==> config.mk <==
export PLATFORM = sky130hd
export DESIGN_NAME = isc_top
export DESIGN_NICKNAME = d
export VERILOG_FILES = /design/src/rtl/isc_pkg.sv /design/src/rtl/isc_scl_gen.sv /design/src/rtl/isc_top.sv
export SDC_FILE = /design/constraint.sdc
export NUM_CORES = 1
export LEC_CHECK = 0
export ABC_AREA = 1
export BUFFER_PORTS_ARGS = -buffer_cell sky130_fd_sc_hd__buf_4
export CAP_MARGIN = 30
export CORE_UTILIZATION = 50
export CTS_CLUSTER_DIAMETER = 80
export DETAILED_ROUTE_END_ITERATION = 6
export GPL_ROUTABILITY_DRIVEN = 0
export PLACE_DENSITY = 0.81
export SLEW_MARGIN = 20
export SYNTH_ARGS = -nofsm -noshare
export SYNTH_HDL_FRONTEND = slang
export SYNTH_SLANG_ARGS = --single-unit
==> constraint.sdc <==
create_clock -name hclk -period 2.05 [get_ports hclk]
set_input_delay 0.41 -clock hclk [delete_from_list [all_inputs] [get_ports hclk]]
set_output_delay 0.41 -clock hclk [all_outputs]
set_load 0.01 [all_outputs]
==> src/rtl/isc_pkg.sv <==
`default_nettype none

package isc_pkg;

  // ----------------------------------------------------------------
  // Register map
  // ----------------------------------------------------------------
  localparam logic [7:0] OFF_CTRLA = 8'h00;
  localparam logic [7:0] OFF_SLAVE_CONTROL_B = 8'h04;
  localparam logic [7:0] OFF_BAUD = 8'h0C;
  localparam logic [7:0] OFF_FLAG = 8'h18;
  localparam logic [7:0] OFF_STAT = 8'h1C;
  localparam logic [7:0] OFF_ADDR = 8'h24;
  localparam logic [7:0] OFF_DATA = 8'h28;

  // ----------------------------------------------------------------
  // Field positions and codes
  // ----------------------------------------------------------------
  localparam int CTRLA_EN_BIT = 1;
  localparam int CTRLA_RUN_BIT = 8;
  localparam int SLAVE_CONTROL_B_SMART_MODE_ENABLE_BIT = 8;
  localparam int SLAVE_CONTROL_B_CMD_LSB = 16;
  localparam int SLAVE_CONTROL_B_ACK_BIT = 18;
  localparam int FLAG_STOP_RECEIVED_FLAG_BIT = 0;
  localparam int FLAG_ADDRESS_MATCH_FLAG_BIT = 1;
  localparam int FLAG_DATA_READY_FLAG_BIT = 2;
  localparam int STAT_DIR_BIT = 0;
  localparam int STAT_STRETCH_BIT = 1;
  localparam int STAT_MBUSY_BIT = 2;
  localparam logic [1:0] CMD_ACK = 2'h3;
  localparam logic [1:0] CMD_WAIT_START = 2'h2;
  localparam logic [1:0] CMD_NONE = 2'h0;
  localparam logic [1:0] HTRANS_NONSEQ = 2'h2;
  localparam logic [2:0] HSIZE_WORD = 3'h2;

  // ----------------------------------------------------------------
  // Reset values and timing
  // ----------------------------------------------------------------
  localparam logic [31:0] REG_RESET = 32'h0000_0000;
  localparam logic [8:0] SCL_EXTRA = 9'h005;
  localparam logic [3:0] BITS_PER_BYTE = 4'h8;

  // SCL baud configuration
  typedef struct packed {
    logic [7:0] low;
    logic [7:0] high;
  } isc_baud_t;

endpackage : isc_pkg

`default_nettype wire

==> src/rtl/isc_scl_gen.sv <==
`default_nettype none

module isc_scl_gen (
  // Clock and reset
  input wire logic hclk,
  input wire logic hresetn,
  // Configuration
  input wire logic run,
  input wire isc_pkg::isc_baud_t baud,
  // Synchronised SCL level
  input wire logic scl_hi,
  // Line drive requests and busy status
  output logic scl_low,
  output logic sda_low,
  output logic busy
);
  import isc_pkg::*;

  typedef enum logic [7:0] {
    G_IDLE = 8'h01, G_START = 8'h02, G_LOW = 8'h04, G_RISE = 8'h08,
    G_HIGH = 8'h10, G_SLOW = 8'h20, G_SSU = 8'h40, G_BUF = 8'h80
  } isc_gen_t;

  isc_gen_t state_reg, state_next;
  logic [8:0] cnt_reg, cnt_next;
  logic [8:0] low_len, high_len;

  // Phase lengths; a zero low count falls back to the high count
  assign low_len = {1'b0, (baud.low == 8'h00) ? baud.high : baud.low}
                   + SCL_EXTRA;
  assign high_len = {1'b0, baud.high} + SCL_EXTRA;

  // ----------------------------------------------------------------
  // Phase sequencer
  // ----------------------------------------------------------------
  // Counter reloads with length minus one, so a phase lasts len cycles
  always_comb begin
    state_next = state_reg;
    cnt_next = (cnt_reg != 9'h000) ? cnt_reg - 9'h001 : cnt_reg;
    unique case (state_reg)
      G_IDLE: begin
        if (run) begin
          state_next = G_START;
          cnt_next = low_len - 9'h001;
        end
      end
      G_START: begin
        if (cnt_reg == 9'h000) begin
          state_next = G_LOW;
          cnt_next = low_len - 9'h001;
        end
      end
      G_LOW: begin
        if (cnt_reg == 9'h000) begin
          state_next = G_RISE;
        end
      end
      // High is timed only once the line is seen high, so rise adds on
      G_RISE: begin
        if (scl_hi) begin
          state_next = G_HIGH;
          cnt_next = high_len - 9'h001;
        end
      end
      G_HIGH: begin
        if (cnt_reg == 9'h000) begin
          state_next = run ? G_LOW : G_SLOW;
          cnt_next = low_len - 9'h001;
        end
      end
      G_SLOW: begin
        if (cnt_reg == 9'h000) begin
          state_next = G_SSU;
          cnt_next = low_len - 9'h001;
        end
      end
      // Stop set-up counts only while SCL is really high
      G_SSU: begin
        if (!scl_hi) begin
          cnt_next = cnt_reg;
        end else if (cnt_reg == 9'h000) begin
          state_next = G_BUF;
          cnt_next = low_len - 9'h001;
        end
      end
      G_BUF: begin
        if (cnt_reg == 9'h000) begin
          state_next = G_IDLE;
        end
      end
      default: begin
        state_next = G_IDLE;
        cnt_next = 9'h000;
      end
    endcase
  end

  always_ff @(posedge hclk or negedge hresetn) begin
    if (!hresetn) begin
      state_reg <= G_IDLE;
      cnt_reg <= 9'h000;
    end else begin
      state_reg <= state_next;
      cnt_reg <= cnt_next;
    end
  end

  assign scl_low = (state_reg == G_LOW) || (state_reg == G_SLOW);
  assign sda_low = (state_reg == G_START) || (state_reg == G_SLOW) ||
                   (state_reg == G_SSU);
  assign busy = (state_reg != G_IDLE);

  // ----------------------------------------------------------------
  // Checks
  // ----------------------------------------------------------------
  property p_low_load;
    @(posedge hclk) disable iff (!hresetn)
      $rose(state_reg == G_LOW) |->
        cnt_reg == ({1'b0, (baud.low == 8'h00) ? baud.high : baud.low}
                    + 9'h004);
  endproperty
  a_low_load: assert property (p_low_load)
    else $error("low phase loaded with wrong length");

  property p_low_end;
    @(posedge hclk) disable iff (!hresetn)
      (state_reg == G_LOW && cnt_reg == 9'h000) |=> state_reg == G_RISE;
  endproperty
  a_low_end: assert property (p_low_end)
    else $error("low phase did not end at zero count");

  property p_high_load;
    @(posedge hclk) disable iff (!hresetn)
      $rose(state_reg == G_HIGH) |->
        $past(scl_hi) && cnt_reg == {1'b0, baud.high} + 9'h004;
  endproperty
  a_high_load: assert property (p_high_load)
    else $error("high phase started early or with wrong length");

  property p_count_down;
    @(posedge hclk) disable iff (!hresetn)
      (state_reg == G_LOW && cnt_reg != 9'h000) |=>
        state_reg == G_LOW && cnt_reg == $past(cnt_reg) - 9'h001;
  endproperty
  a_count_down: assert property (p_count_down)
    else $error("phase counter did not step by one");

  property p_cond_len;
    @(posedge hclk) disable iff (!hresetn)
      ($rose(state_reg == G_START) || $rose(state_reg == G_BUF)) |->
        cnt_reg == low_len - 9'h001;
  endproperty
  a_cond_len: assert property (p_cond_len)
    else $error("bus condition not timed by low phase");

  c_full_stop: cover property (@(posedge hclk) disable iff (!hresetn)
    state_reg == G_BUF ##1 state_reg == G_IDLE);

endmodule : isc_scl_gen

`default_nettype wire

==> src/rtl/isc_top.sv <==
`default_nettype none

module isc_top (
  // Clock and reset
  input wire logic hclk,
  input wire logic hresetn,
  // AHB-Lite slave
  input wire logic hsel,
  input wire logic [31:0] haddr,
  input wire logic [1:0] htrans,
  input wire logic hwrite,
  input wire logic [2:0] hsize,
  input wire logic [31:0] hwdata,
  input wire logic hready,
  output logic [31:0] hrdata,
  output logic hreadyout,
  output logic hresp,
  // Open-drain serial pins
  input wire logic scl_in,
  output logic scl_out,
  output logic scl_oe,
  input wire logic sda_in,
  output logic sda_out,
  output logic sda_oe
);
  import isc_pkg::*;

  typedef enum logic [4:0] {
    S_IDLE = 5'h01, S_RECV = 5'h02, S_WAIT = 5'h04, S_ACK = 5'h08,
    S_SKIP = 5'h10
  } isc_slv_t;

  // ----------------------------------------------------------------
  // Pin synchronisers
  // ----------------------------------------------------------------
  logic scl_s1, scl_s2, scl_d, sda_s1, sda_s2, sda_d;

  // Two flops before use; the delayed copy finds edges
  always_ff @(posedge hclk or negedge hresetn) begin
    if (!hresetn) begin
      scl_s1 <= 1'b1;
      scl_s2 <= 1'b1;
      scl_d <= 1'b1;
      sda_s1 <= 1'b1;
      sda_s2 <= 1'b1;
      sda_d <= 1'b1;
    end else begin
      scl_s1 <= scl_in;
      scl_s2 <= scl_s1;
      scl_d <= scl_s2;
      sda_s1 <= sda_in;
      sda_s2 <= sda_s1;
      sda_d <= sda_s2;
    end
  end

  logic scl_rise, scl_fall, bus_start, bus_stop;
  assign scl_rise = scl_s2 && !scl_d;
  assign scl_fall = !scl_s2 && scl_d;
  assign bus_start = scl_s2 && scl_d && sda_d && !sda_s2;
  assign bus_stop = scl_s2 && scl_d && !sda_d && sda_s2;

  // ----------------------------------------------------------------
  // Register file and AHB-Lite slave
  // ----------------------------------------------------------------
  logic en_reg, en_next, run_reg, run_next, smart_mode_enable_reg, smart_mode_enable_next;
  logic ack_reg, ack_next;
  isc_baud_t baud_reg, baud_next;
  logic [6:0] addr_reg, addr_next;
  logic [2:0] flag_reg, flag_next;
  logic acc_reg, acc_next, wr_reg, wr_next;
  logic [7:0] off_reg, off_next;
  logic hready_reg, hready_next;
  logic [31:0] hrdata_reg, hrdata_next;
  logic [2:0] flag_set;
  logic acc_wr, cmd_wr, data_rd, prot_ok, gen_busy;
  logic [1:0] cmd_val;
  logic dir_reg;
  logic [7:0] data_reg;
  isc_slv_t slv_reg;

  // Each access takes one wait state so reads see the latest writes
  assign acc_wr = acc_reg && wr_reg;
  assign cmd_val = hwdata[SLAVE_CONTROL_B_CMD_LSB +: 2];
  assign cmd_wr = acc_wr && (off_reg == OFF_SLAVE_CONTROL_B) &&
                  (cmd_val != CMD_NONE);
  assign data_rd = acc_reg && !wr_reg && (off_reg == OFF_DATA);
  assign prot_ok = !en_reg;

  always_comb begin
    en_next = en_reg;
    run_next = run_reg;
    smart_mode_enable_next = smart_mode_enable_reg;
    ack_next = ack_reg;
    baud_next = baud_reg;
    addr_next = addr_reg;
    acc_next = 1'b0;
    wr_next = wr_reg;
    off_next = off_reg;
    hready_next = 1'b1;
    hrdata_next = hrdata_reg;
    flag_next = flag_reg;
    if (hsel && hready && htrans == HTRANS_NONSEQ) begin
      acc_next = 1'b1;
      hready_next = 1'b0;
      wr_next = hwrite && (hsize == HSIZE_WORD);
      off_next = haddr[7:0];
    end
    if (acc_wr) begin
      unique case (off_reg)
        OFF_CTRLA: begin
          en_next = hwdata[CTRLA_EN_BIT];
          run_next = hwdata[CTRLA_RUN_BIT];
        end
        OFF_SLAVE_CONTROL_B: begin
          ack_next = hwdata[SLAVE_CONTROL_B_ACK_BIT];
          if (prot_ok) begin
            smart_mode_enable_next = hwdata[SLAVE_CONTROL_B_SMART_MODE_ENABLE_BIT];
          end
        end
        OFF_BAUD: begin
          if (prot_ok) begin
            baud_next = hwdata[15:0];
          end
        end
        OFF_ADDR: begin
          if (prot_ok) begin
            addr_next = hwdata[7:1];
          end
        end
        OFF_FLAG: begin
          flag_next = flag_reg & ~hwdata[2:0];
        end
        default: begin
        end
      endcase
    end
    // A command clears every slave flag; a new event wins over it
    if (cmd_wr) begin
      flag_next = 3'h0;
    end
    flag_next = flag_next | flag_set;
    if (acc_reg && !wr_reg) begin
      unique case (off_reg)
        OFF_CTRLA: hrdata_next = {23'h0, run_reg, 6'h0, en_reg, 1'b0};
        // Command bits always read back as zero
        OFF_SLAVE_CONTROL_B: hrdata_next = {13'h0, ack_reg, 2'b00, 7'h0, smart_mode_enable_reg,
                                  8'h0};
        OFF_BAUD: hrdata_next = {16'h0, baud_reg};
        OFF_FLAG: hrdata_next = {29'h0, flag_reg};
        OFF_STAT: hrdata_next = {29'h0, gen_busy, slv_reg == S_WAIT,
                                 dir_reg};
        OFF_ADDR: hrdata_next = {24'h0, addr_reg, 1'b0};
        OFF_DATA: hrdata_next = {24'h0, data_reg};
        default: hrdata_next = REG_RESET;
      endcase
    end
  end

  always_ff @(posedge hclk or negedge hresetn) begin
    if (!hresetn) begin
      en_reg <= 1'b0;
      run_reg <= 1'b0;
      smart_mode_enable_reg <= 1'b0;
      ack_reg <= 1'b0;
      baud_reg <= '0;
      addr_reg <= 7'h00;
      flag_reg <= 3'h0;
      acc_reg <= 1'b0;
      wr_reg <= 1'b0;
      off_reg <= 8'h00;
      hready_reg <= 1'b1;
      hrdata_reg <= REG_RESET;
    end else begin
      en_reg <= en_next;
      run_reg <= run_next;
      smart_mode_enable_reg <= smart_mode_enable_next;
      ack_reg <= ack_next;
      baud_reg <= baud_next;
      addr_reg <= addr_next;
      flag_reg <= flag_next;
      acc_reg <= acc_next;
      wr_reg <= wr_next;
      off_reg <= off_next;
      hready_reg <= hready_next;
      hrdata_reg <= hrdata_next;
    end
  end

  // ----------------------------------------------------------------
  // SCL generator
  // ----------------------------------------------------------------
  logic gen_scl_low, gen_sda_low;

  isc_scl_gen u_gen (
    .hclk(hclk),
    .hresetn(hresetn),
    .run(run_reg && en_reg),
    .baud(baud_reg),
    .scl_hi(scl_s2),
    .scl_low(gen_scl_low),
    .sda_low(gen_sda_low),
    .busy(gen_busy)
  );

  // ----------------------------------------------------------------
  // Slave receiver
  // ----------------------------------------------------------------
  isc_slv_t slv_next;
  logic [7:0] shift_reg, shift_next, data_next;
  logic [3:0] bit_reg, bit_next;
  logic first_reg, first_next, dir_next, nack_reg, nack_next;
  logic scl_oe_reg, scl_oe_next, sda_oe_reg, sda_oe_next;
  logic ack_go, wait_go;

  // Ack action runs on an ack command, or on a data read in smart mode
  assign ack_go = (slv_reg == S_WAIT) &&
                  ((cmd_wr && cmd_val == CMD_ACK) ||
                   (smart_mode_enable_reg && data_rd));
  assign wait_go = (slv_reg == S_WAIT) && cmd_wr &&
                   (cmd_val == CMD_WAIT_START);

  always_comb begin
    slv_next = slv_reg;
    shift_next = shift_reg;
    bit_next = bit_reg;
    first_next = first_reg;
    dir_next = dir_reg;
    data_next = data_reg;
    nack_next = nack_reg;
    flag_set = 3'h0;
    if (bus_stop && slv_reg != S_IDLE) begin
      flag_set[FLAG_STOP_RECEIVED_FLAG_BIT] = 1'b1;
    end
    if (!en_reg || bus_stop) begin
      slv_next = S_IDLE;
    end else if (bus_start) begin
      slv_next = S_RECV;
      bit_next = 4'h0;
      first_next = 1'b1;
    end else begin
      unique case (slv_reg)
        S_IDLE: begin
        end
        S_RECV: begin
          if (scl_rise && bit_reg != BITS_PER_BYTE) begin
            shift_next = {shift_reg[6:0], sda_s2};
            bit_next = bit_reg + 4'h1;
          end else if (scl_fall && bit_reg == BITS_PER_BYTE) begin
            if (!first_reg) begin
              slv_next = S_WAIT;
              data_next = shift_reg;
              flag_set[FLAG_DATA_READY_FLAG_BIT] = 1'b1;
            end else if (shift_reg[7:1] == addr_reg) begin
              slv_next = S_WAIT;
              dir_next = shift_reg[0];
              flag_set[FLAG_ADDRESS_MATCH_FLAG_BIT] = 1'b1;
            end else begin
              slv_next = S_SKIP;
            end
          end
        end
        // Clock stretched until software decides
        S_WAIT: begin
          if (ack_go) begin
            slv_next = S_ACK;
            nack_next = (cmd_wr) ? hwdata[SLAVE_CONTROL_B_ACK_BIT] : ack_reg;
          end else if (wait_go) begin
            slv_next = S_SKIP;
          end
        end
        S_ACK: begin
          if (scl_fall) begin
            first_next = 1'b0;
            bit_next = 4'h0;
            // Transmit to the master is not served: read turns to skip
            slv_next = (nack_reg || dir_reg) ? S_SKIP : S_RECV;
          end
        end
        S_SKIP: begin
        end
        default: slv_next = S_IDLE;
      endcase
    end
    scl_oe_next = gen_scl_low || (slv_next == S_WAIT);
    sda_oe_next = gen_sda_low || (slv_next == S_ACK && !nack_next);
  end

  always_ff @(posedge hclk or negedge hresetn) begin
    if (!hresetn) begin
      slv_reg <= S_IDLE;
      shift_reg <= 8'h00;
      bit_reg <= 4'h0;
      first_reg <= 1'b0;
      dir_reg <= 1'b0;
      data_reg <= 8'h00;
      nack_reg <= 1'b0;
      scl_oe_reg <= 1'b0;
      sda_oe_reg <= 1'b0;
    end else begin
      slv_reg <= slv_next;
      shift_reg <= shift_next;
      bit_reg <= bit_next;
      first_reg <= first_next;
      dir_reg <= dir_next;
      data_reg <= data_next;
      nack_reg <= nack_next;
      scl_oe_reg <= scl_oe_next;
      sda_oe_reg <= sda_oe_next;
    end
  end

  // Open drain: the level driven is always low; response is always OKAY
  always_ff @(posedge hclk or negedge hresetn) begin
    if (!hresetn) begin
      scl_out <= 1'b0;
      sda_out <= 1'b0;
      hresp <= 1'b0;
    end else begin
      scl_out <= 1'b0;
      sda_out <= 1'b0;
      hresp <= 1'b0;
    end
  end

  assign scl_oe = scl_oe_reg;
  assign sda_oe = sda_oe_reg;
  assign hrdata = hrdata_reg;
  assign hreadyout = hready_reg;

  // ----------------------------------------------------------------
  // Checks
  // ----------------------------------------------------------------
  property p_ack_cmd;
    @(posedge hclk) disable iff (!hresetn)
      (slv_reg == S_WAIT && en_reg && !bus_start && !bus_stop && cmd_wr &&
       cmd_val == CMD_ACK) |=>
        slv_reg == S_ACK && sda_oe_reg == !$past(hwdata[SLAVE_CONTROL_B_ACK_BIT]);
  endproperty
  a_ack_cmd: assert property (p_ack_cmd)
    else $error("command did not drive the chosen acknowledge");

  property p_smart;
    @(posedge hclk) disable iff (!hresetn)
      (slv_reg == S_WAIT && en_reg && !bus_start && !bus_stop &&
       smart_mode_enable_reg && data_rd && !cmd_wr) |=>
        slv_reg == S_ACK && nack_reg == $past(ack_reg);
  endproperty
  a_smart: assert property (p_smart)
    else $error("smart mode read did not run the acknowledge");

  property p_cmd_zero;
    @(posedge hclk) disable iff (!hresetn)
      (acc_reg && !wr_reg && off_reg == OFF_SLAVE_CONTROL_B) |=>
        hrdata[17:16] == 2'b00 && hreadyout;
  endproperty
  a_cmd_zero: assert property (p_cmd_zero)
    else $error("command field read back nonzero");

  property p_flag_clr;
    @(posedge hclk) disable iff (!hresetn)
      (cmd_wr && flag_set == 3'h0) |=> flag_reg == 3'h0;
  endproperty
  a_flag_clr: assert property (p_flag_clr)
    else $error("command write left a flag set");

  property p_protect;
    @(posedge hclk) disable iff (!hresetn)
      (acc_wr && en_reg && off_reg == OFF_BAUD) |=> $stable(baud_reg);
  endproperty
  a_protect: assert property (p_protect)
    else $error("protected field changed while enabled");

  property p_ack_free;
    @(posedge hclk) disable iff (!hresetn)
      (acc_wr && en_reg && off_reg == OFF_SLAVE_CONTROL_B) |=>
        ack_reg == $past(hwdata[SLAVE_CONTROL_B_ACK_BIT]);
  endproperty
  a_ack_free: assert property (p_ack_free)
    else $error("acknowledge bit not writable while enabled");

  c_addr_match: cover property (@(posedge hclk) disable iff (!hresetn)
    $rose(flag_reg[FLAG_ADDRESS_MATCH_FLAG_BIT]));
  c_data_ack: cover property (@(posedge hclk) disable iff (!hresetn)
    flag_reg[FLAG_DATA_READY_FLAG_BIT] ##[1:1000] slv_reg == S_ACK);
  c_stop_seen: cover property (@(posedge hclk) disable iff (!hresetn)
    $rose(flag_reg[FLAG_STOP_RECEIVED_FLAG_BIT]));

endmodule : isc_top

`default_nettype wire
-- After elaboration in Yosys (flattened, before gate mapping)
Cells that the tools add are included.
- bits of input ports: 76
- bits in registers: 126
- mux-type cells: 56
- bitwise operators: 8
- equal/unequal tests: 41
- reduce and logical (&&, ||, !) cells: 62
- add/sub/neg operators: 6
- operators by type and width (cell ; count):
    one-hot mux 19 bit (7 select lines) ; 1
    2-to-1 mux 8 bit ; 10
    one-hot mux 8 bit (8 select lines) ; 1
    2-to-1 mux 5 bit ; 10
    2-to-1 mux 9 bit ; 5
    one-hot mux 9 bit (5 select lines) ; 1
    subtractor 9 x 1 -> 9 bit, second input constant ; 3
    logical AND 1 bit ; 25
    equality test 8 x 5 -> 1 bit, second input constant ; 3
    equality test 8 x 6 -> 1 bit, second input constant ; 3
    one-hot mux 5 bit (4 select lines) ; 1
    adder 8 x 3 -> 9 bit, second input constant ; 2
    equality test 8 x 3 -> 1 bit, second input constant ; 2
    equality test 8 x 4 -> 1 bit, second input constant ; 2
    logical NOT 8 bit ; 2
    2-to-1 mux 1 bit ; 14
    inequality test 2 x 1 -> 1 bit, second input constant ; 7
    2-to-1 mux 4 bit ; 3
    AND reduction 3 bit ; 4
    equality test 5 x 3 -> 1 bit, second input constant ; 2
    equality test 5 x 4 -> 1 bit, second input constant ; 2
    2-to-1 mux 2 bit ; 5
    logical NOT 9 bit ; 1
    2-to-1 mux 3 bit ; 3
    other kinds (35) ; 61

-- Longest topological paths before layout
- word-level depth: 13
- mapped depth: 14

-- Modules after synthesis
A second synthesis with hierarchy kept.
- cells, all modules: 814
- area, all modules: 6259.8 um^2
- modules (own cells, without submodules) (module ; area an instance (um^2) ; times used ; cells each ; seq. area each (um^2)):
    isc_top ; 4575.6 ; 1 ; 535 ; 2362.3
    isc_scl_gen ; 1684.1 ; 1 ; 279 ; 426.7

-- Worst setup path before layout
No wires, ideal clock.
- kind: reg2reg
- start point: reg u_gen.cnt_reg[0]
- end point: reg u_gen.cnt_reg[2]
- arrival time: 1.523 ns
- data required time: 1.927 ns
- path slack: 0.403 ns
- cell stages (with the launch flop): 12
- setup time: 0.123 ns
- path buffers: 0
- cells stage by stage: dfrtp_1 inv_1 ha_1 nand2_2 nor2_1 nand2_2 nand2_1 nand2_1 o21ai_0 o21ai_0 o21ai_0 nand2_1
- cells in the longest elaborated chain, start to end: 5
- elaborated cells on any way between the ends: 9
- ends and longest elaborated chain (item ; RTL line ; text):
    start: declaration ; isc_scl_gen.sv:25 ; logic [8:0] cnt_reg, cnt_next;
    start signal: assignment ; isc_scl_gen.sv:104 ; cnt_reg <= cnt_next;
    subtractor 9 x 1 -> 9 bit or nonzero test 9 bit (tied branches) ; isc_scl_gen.sv:39 ; cnt_next = (cnt_reg != 9'h000) ? cnt_reg - 9'h001 : cnt_reg;
    2-to-1 mux 9 bit ; isc_scl_gen.sv:39 ;
    2-to-1 mux 9 bit ; -- ;
    2-to-1 mux 9 bit ; isc_scl_gen.sv:79 ; if (!scl_hi) begin
    one-hot mux 9 bit (5 select lines) * ; isc_scl_gen.sv:40 ; unique case (state_reg)
Every way passes the cells marked *; elsewhere a longest branch is shown, timed or not. The select of a mux whose other input is x is not followed.
A chain may end at the register's enable or synchronous reset.

-- Worst setup path in the final report
- start point: reg u_gen.cnt_reg[1]
- end point: reg u_gen.cnt_reg[2]
The elaborated chain is that of the path after synthesis.

==> summary.txt <==
Max-Cap Viols -> 0
Die area -> 0.0129 mm²
Synth warn -> 0
Routed len/inst -> 13.2 µm
Vias in the first global route -> 5,126
Chip height -> 114 µm
Synth area leaders -> dfrtp_1, nand2_1, inv_1, o21ai_0, dfstp_2
Rows -> 40
Status -> complete, no violations
Pwr dens -> 866 mW/mm²
Overflow after GRT -> 0
Die width -> 114 µm
Crit Path Class -> flip-flop to flip-flop
Post-Layout Inst Area -> 0.00712 mm²
Ys flop type -> dfrtp_1
Post-route clock period utilization -> 90.7%
Syn-to-layout area delta -> 14.5%
Register bit count reported by yosys -> 111
Max FFs per register -> 17
Fmax -> 538 MHz
Number of synthesized flops with an enable pin -> 0
Skew final -> 0.0112 ns
Crit Path Max Fanout -> 8
Setup TNS -> 0 ns
VDD IR max -> 0.457 mV
Clock tree from TritonCTS -> yes
DRT antenna net count -> 0
Yosys top cell area share -> 41.1%
Vias -> 5,205
Syn avg cell area -> 7.88 µm²
Worst Path Required -> 2.28 ns
Layout cells sized above 1 -> 19.9%
Vias/cell -> 5.06
Number of hold buffers added after cts -> 0
Drc violations -> 0
Tmin final -> 1.86 ns
Initial DRC count -> 310
Area post-placement -> 0.00684 mm²
CTS Buf Count -> 9
Largest net degree at the start of global routing -> 50
Total GRT Usage -> 23.4%
IO buf count -> 58
Routed Wire Length -> 13,600 µm
Post-synth cell types -> 50
Boundary Pins -> 114
Clk slew on worst S/H paths -> 0.07 ns
Gate Count Post-Synth -> 789
Root buf cell -> clkbuf_16
First-pass GRT wire length -> 24,000 µm
ANT cells -> 0
# setup viols final -> 0
Most common cell in the netlist -> nand2_1
Initial antenna violation count -> 0
RSZ-0062 raised after global routing -> no
H-tree levels -> 3
LEAKAGE -> 3.52 nW
Initial Utilization -> 51.5%
Clock buffer depth -> 2
Detail Placement HPWL -> 10,300 µm
Post-synth top area cell -> dfrtp_1
Max Slew Vio Count -> 0
Clock sink count -> 111
Worst skew pair latency -> 0.35 ns
Fin nets -> 937
Core region area -> 0.0121 mm²
Detailed Routing Iterations Pass 1 -> 5
Worst setup EP type -> flip-flop
Type of the worst min-delay path -> primary input to asynchronous set/reset pin
Cell area after synthesis -> 0.00622 mm²
Ys async rst share -> 100%
Worst path arrival time -> 2.09 ns
Final hold violations -> 0
Sequential fraction of the synthesis area -> 44.9%
Startpoint types -> flip-flop
Most instantiated cells after synthesis -> nand2_1, dfrtp_1, inv_1
==> cells in the final DEF, fill, tap and decap left out, types with 18 or more instances in the layout <==
| cell | instances |
|---|---|
| nand2_1 | 234 |
| dfrtp_1 | 102 |
| inv_1 | 86 |
| buf_4 | 67 |
| o21ai_0 | 58 |
| nor2_1 | 52 |
| nand3_1 | 45 |
| a21oi_1 | 20 |
| o21ai_1 | 19 |
| conb_1 | 18 |
==> power by group <==
| group | total, mW | switching, mW | internal, mW |
|---|---|---|---|
| Sequential | 2.63 | 0.195 | 2.44 |
| Combinational | 1.91 | 1.21 | 0.704 |
| Clock | 1.62 | 0.795 | 0.829 |
==> kinds of logic (layout without fill, tap and decap cells) <==
family | count (synthesis) | after routing | synth area share (%)
fa+ha+maj | 5 | 5 | 1.01
other cells | 1 | 18 | 0.0603
simple gates | 416 | 416 | 32.8
buf+inv | 124 | 179 | 8.81
xor+xnor | 17 | 17 | 2.39
flops | 111 | 111 | 44.9
mux | 1 | 1 | 0.181
compound gates | 114 | 114 | 9.92
==> through the flow <==
step           instances  util [%]  power (mW)  hold WS, ns  setup slack (ns)
6_report            1029      59.0        6.17       0.0178             0.190
5_1_grt             1029      59.0        6.60       0.0552           0.00307
4_1_cts             1029      59.0        6.20       0.0321             0.157
3_5_place_dp        1013      56.7        4.56        0.350             0.175
3_3_place_gp        1013      56.7        4.51        0.346             0.234
2_1_floorplan        806         -        4.05        0.114             0.403
==> worst max-delay path: stages, from the launching register on <==
cell and delay (ns):
dfrtp_1 0.41, inv_1 0.07, ha_2 0.21, nand2_2 0.11, nor2_2 0.17, nand2_2 0.14
nand2_1 0.13, nand2_1 0.05, o21ai_0 0.07, o21ai_0 0.11, o21ai_0 0.19, nand2_1 0.08
==> worst paths after layout <==
check / from / end / slack [ns] / depth (start not counted)
max: u_gen.cnt_reg[1]$_DFFE_PN0P_ / u_gen.cnt_reg[2]$_DFFE_PN0P_ / 0.19 / 11
min: hresetn / u_gen.state_reg[1]$_DFFE_PN0P_ / 0.02 / 1
max reg2reg: u_gen.cnt_reg[1]$_DFFE_PN0P_ / u_gen.cnt_reg[2]$_DFFE_PN0P_ / 0.19 / 11
min reg2reg: scl_s1$_DFF_PN1_ / scl_s2$_DFF_PN1_ / 0.36 / 0
max in group asynchronous: hresetn / scl_d$_DFF_PN1_ / 1.36 / 2
min in group hclk: scl_in / scl_s1$_DFF_PN1_ / 0.17 / 1
==> metal layers <==
metal	vias up	global-route usage, %	wire length [µm]
li1	2617	-	-
met1	2431	31.3	6230
met2	127	38.1	6430
met3	30	3.61	561
met4	0	9.91	412
met5	-	0	0
==> final cells by class <==
class,count,area (µm²)
Multi-Input combinational cell,571,2950
Inverter,94,353
Fill cell,1062,4940
Timing Repair Buffer,69,543
Clock inverter,6,46.3
Clock buffer,10,229
Sequential cell,111,2790
Tap cell,168,210
==> repair_timing <==
| item | CTS | global route |
|---|---|---|
| hold endpoints to repair | 0 | 0 |
| buffers inserted | 0 | 0 |
| resized for setup | 0 | 2 |
| setup endpoints to repair | 0 | 1 |
Power figures use the tool's default switching activity.
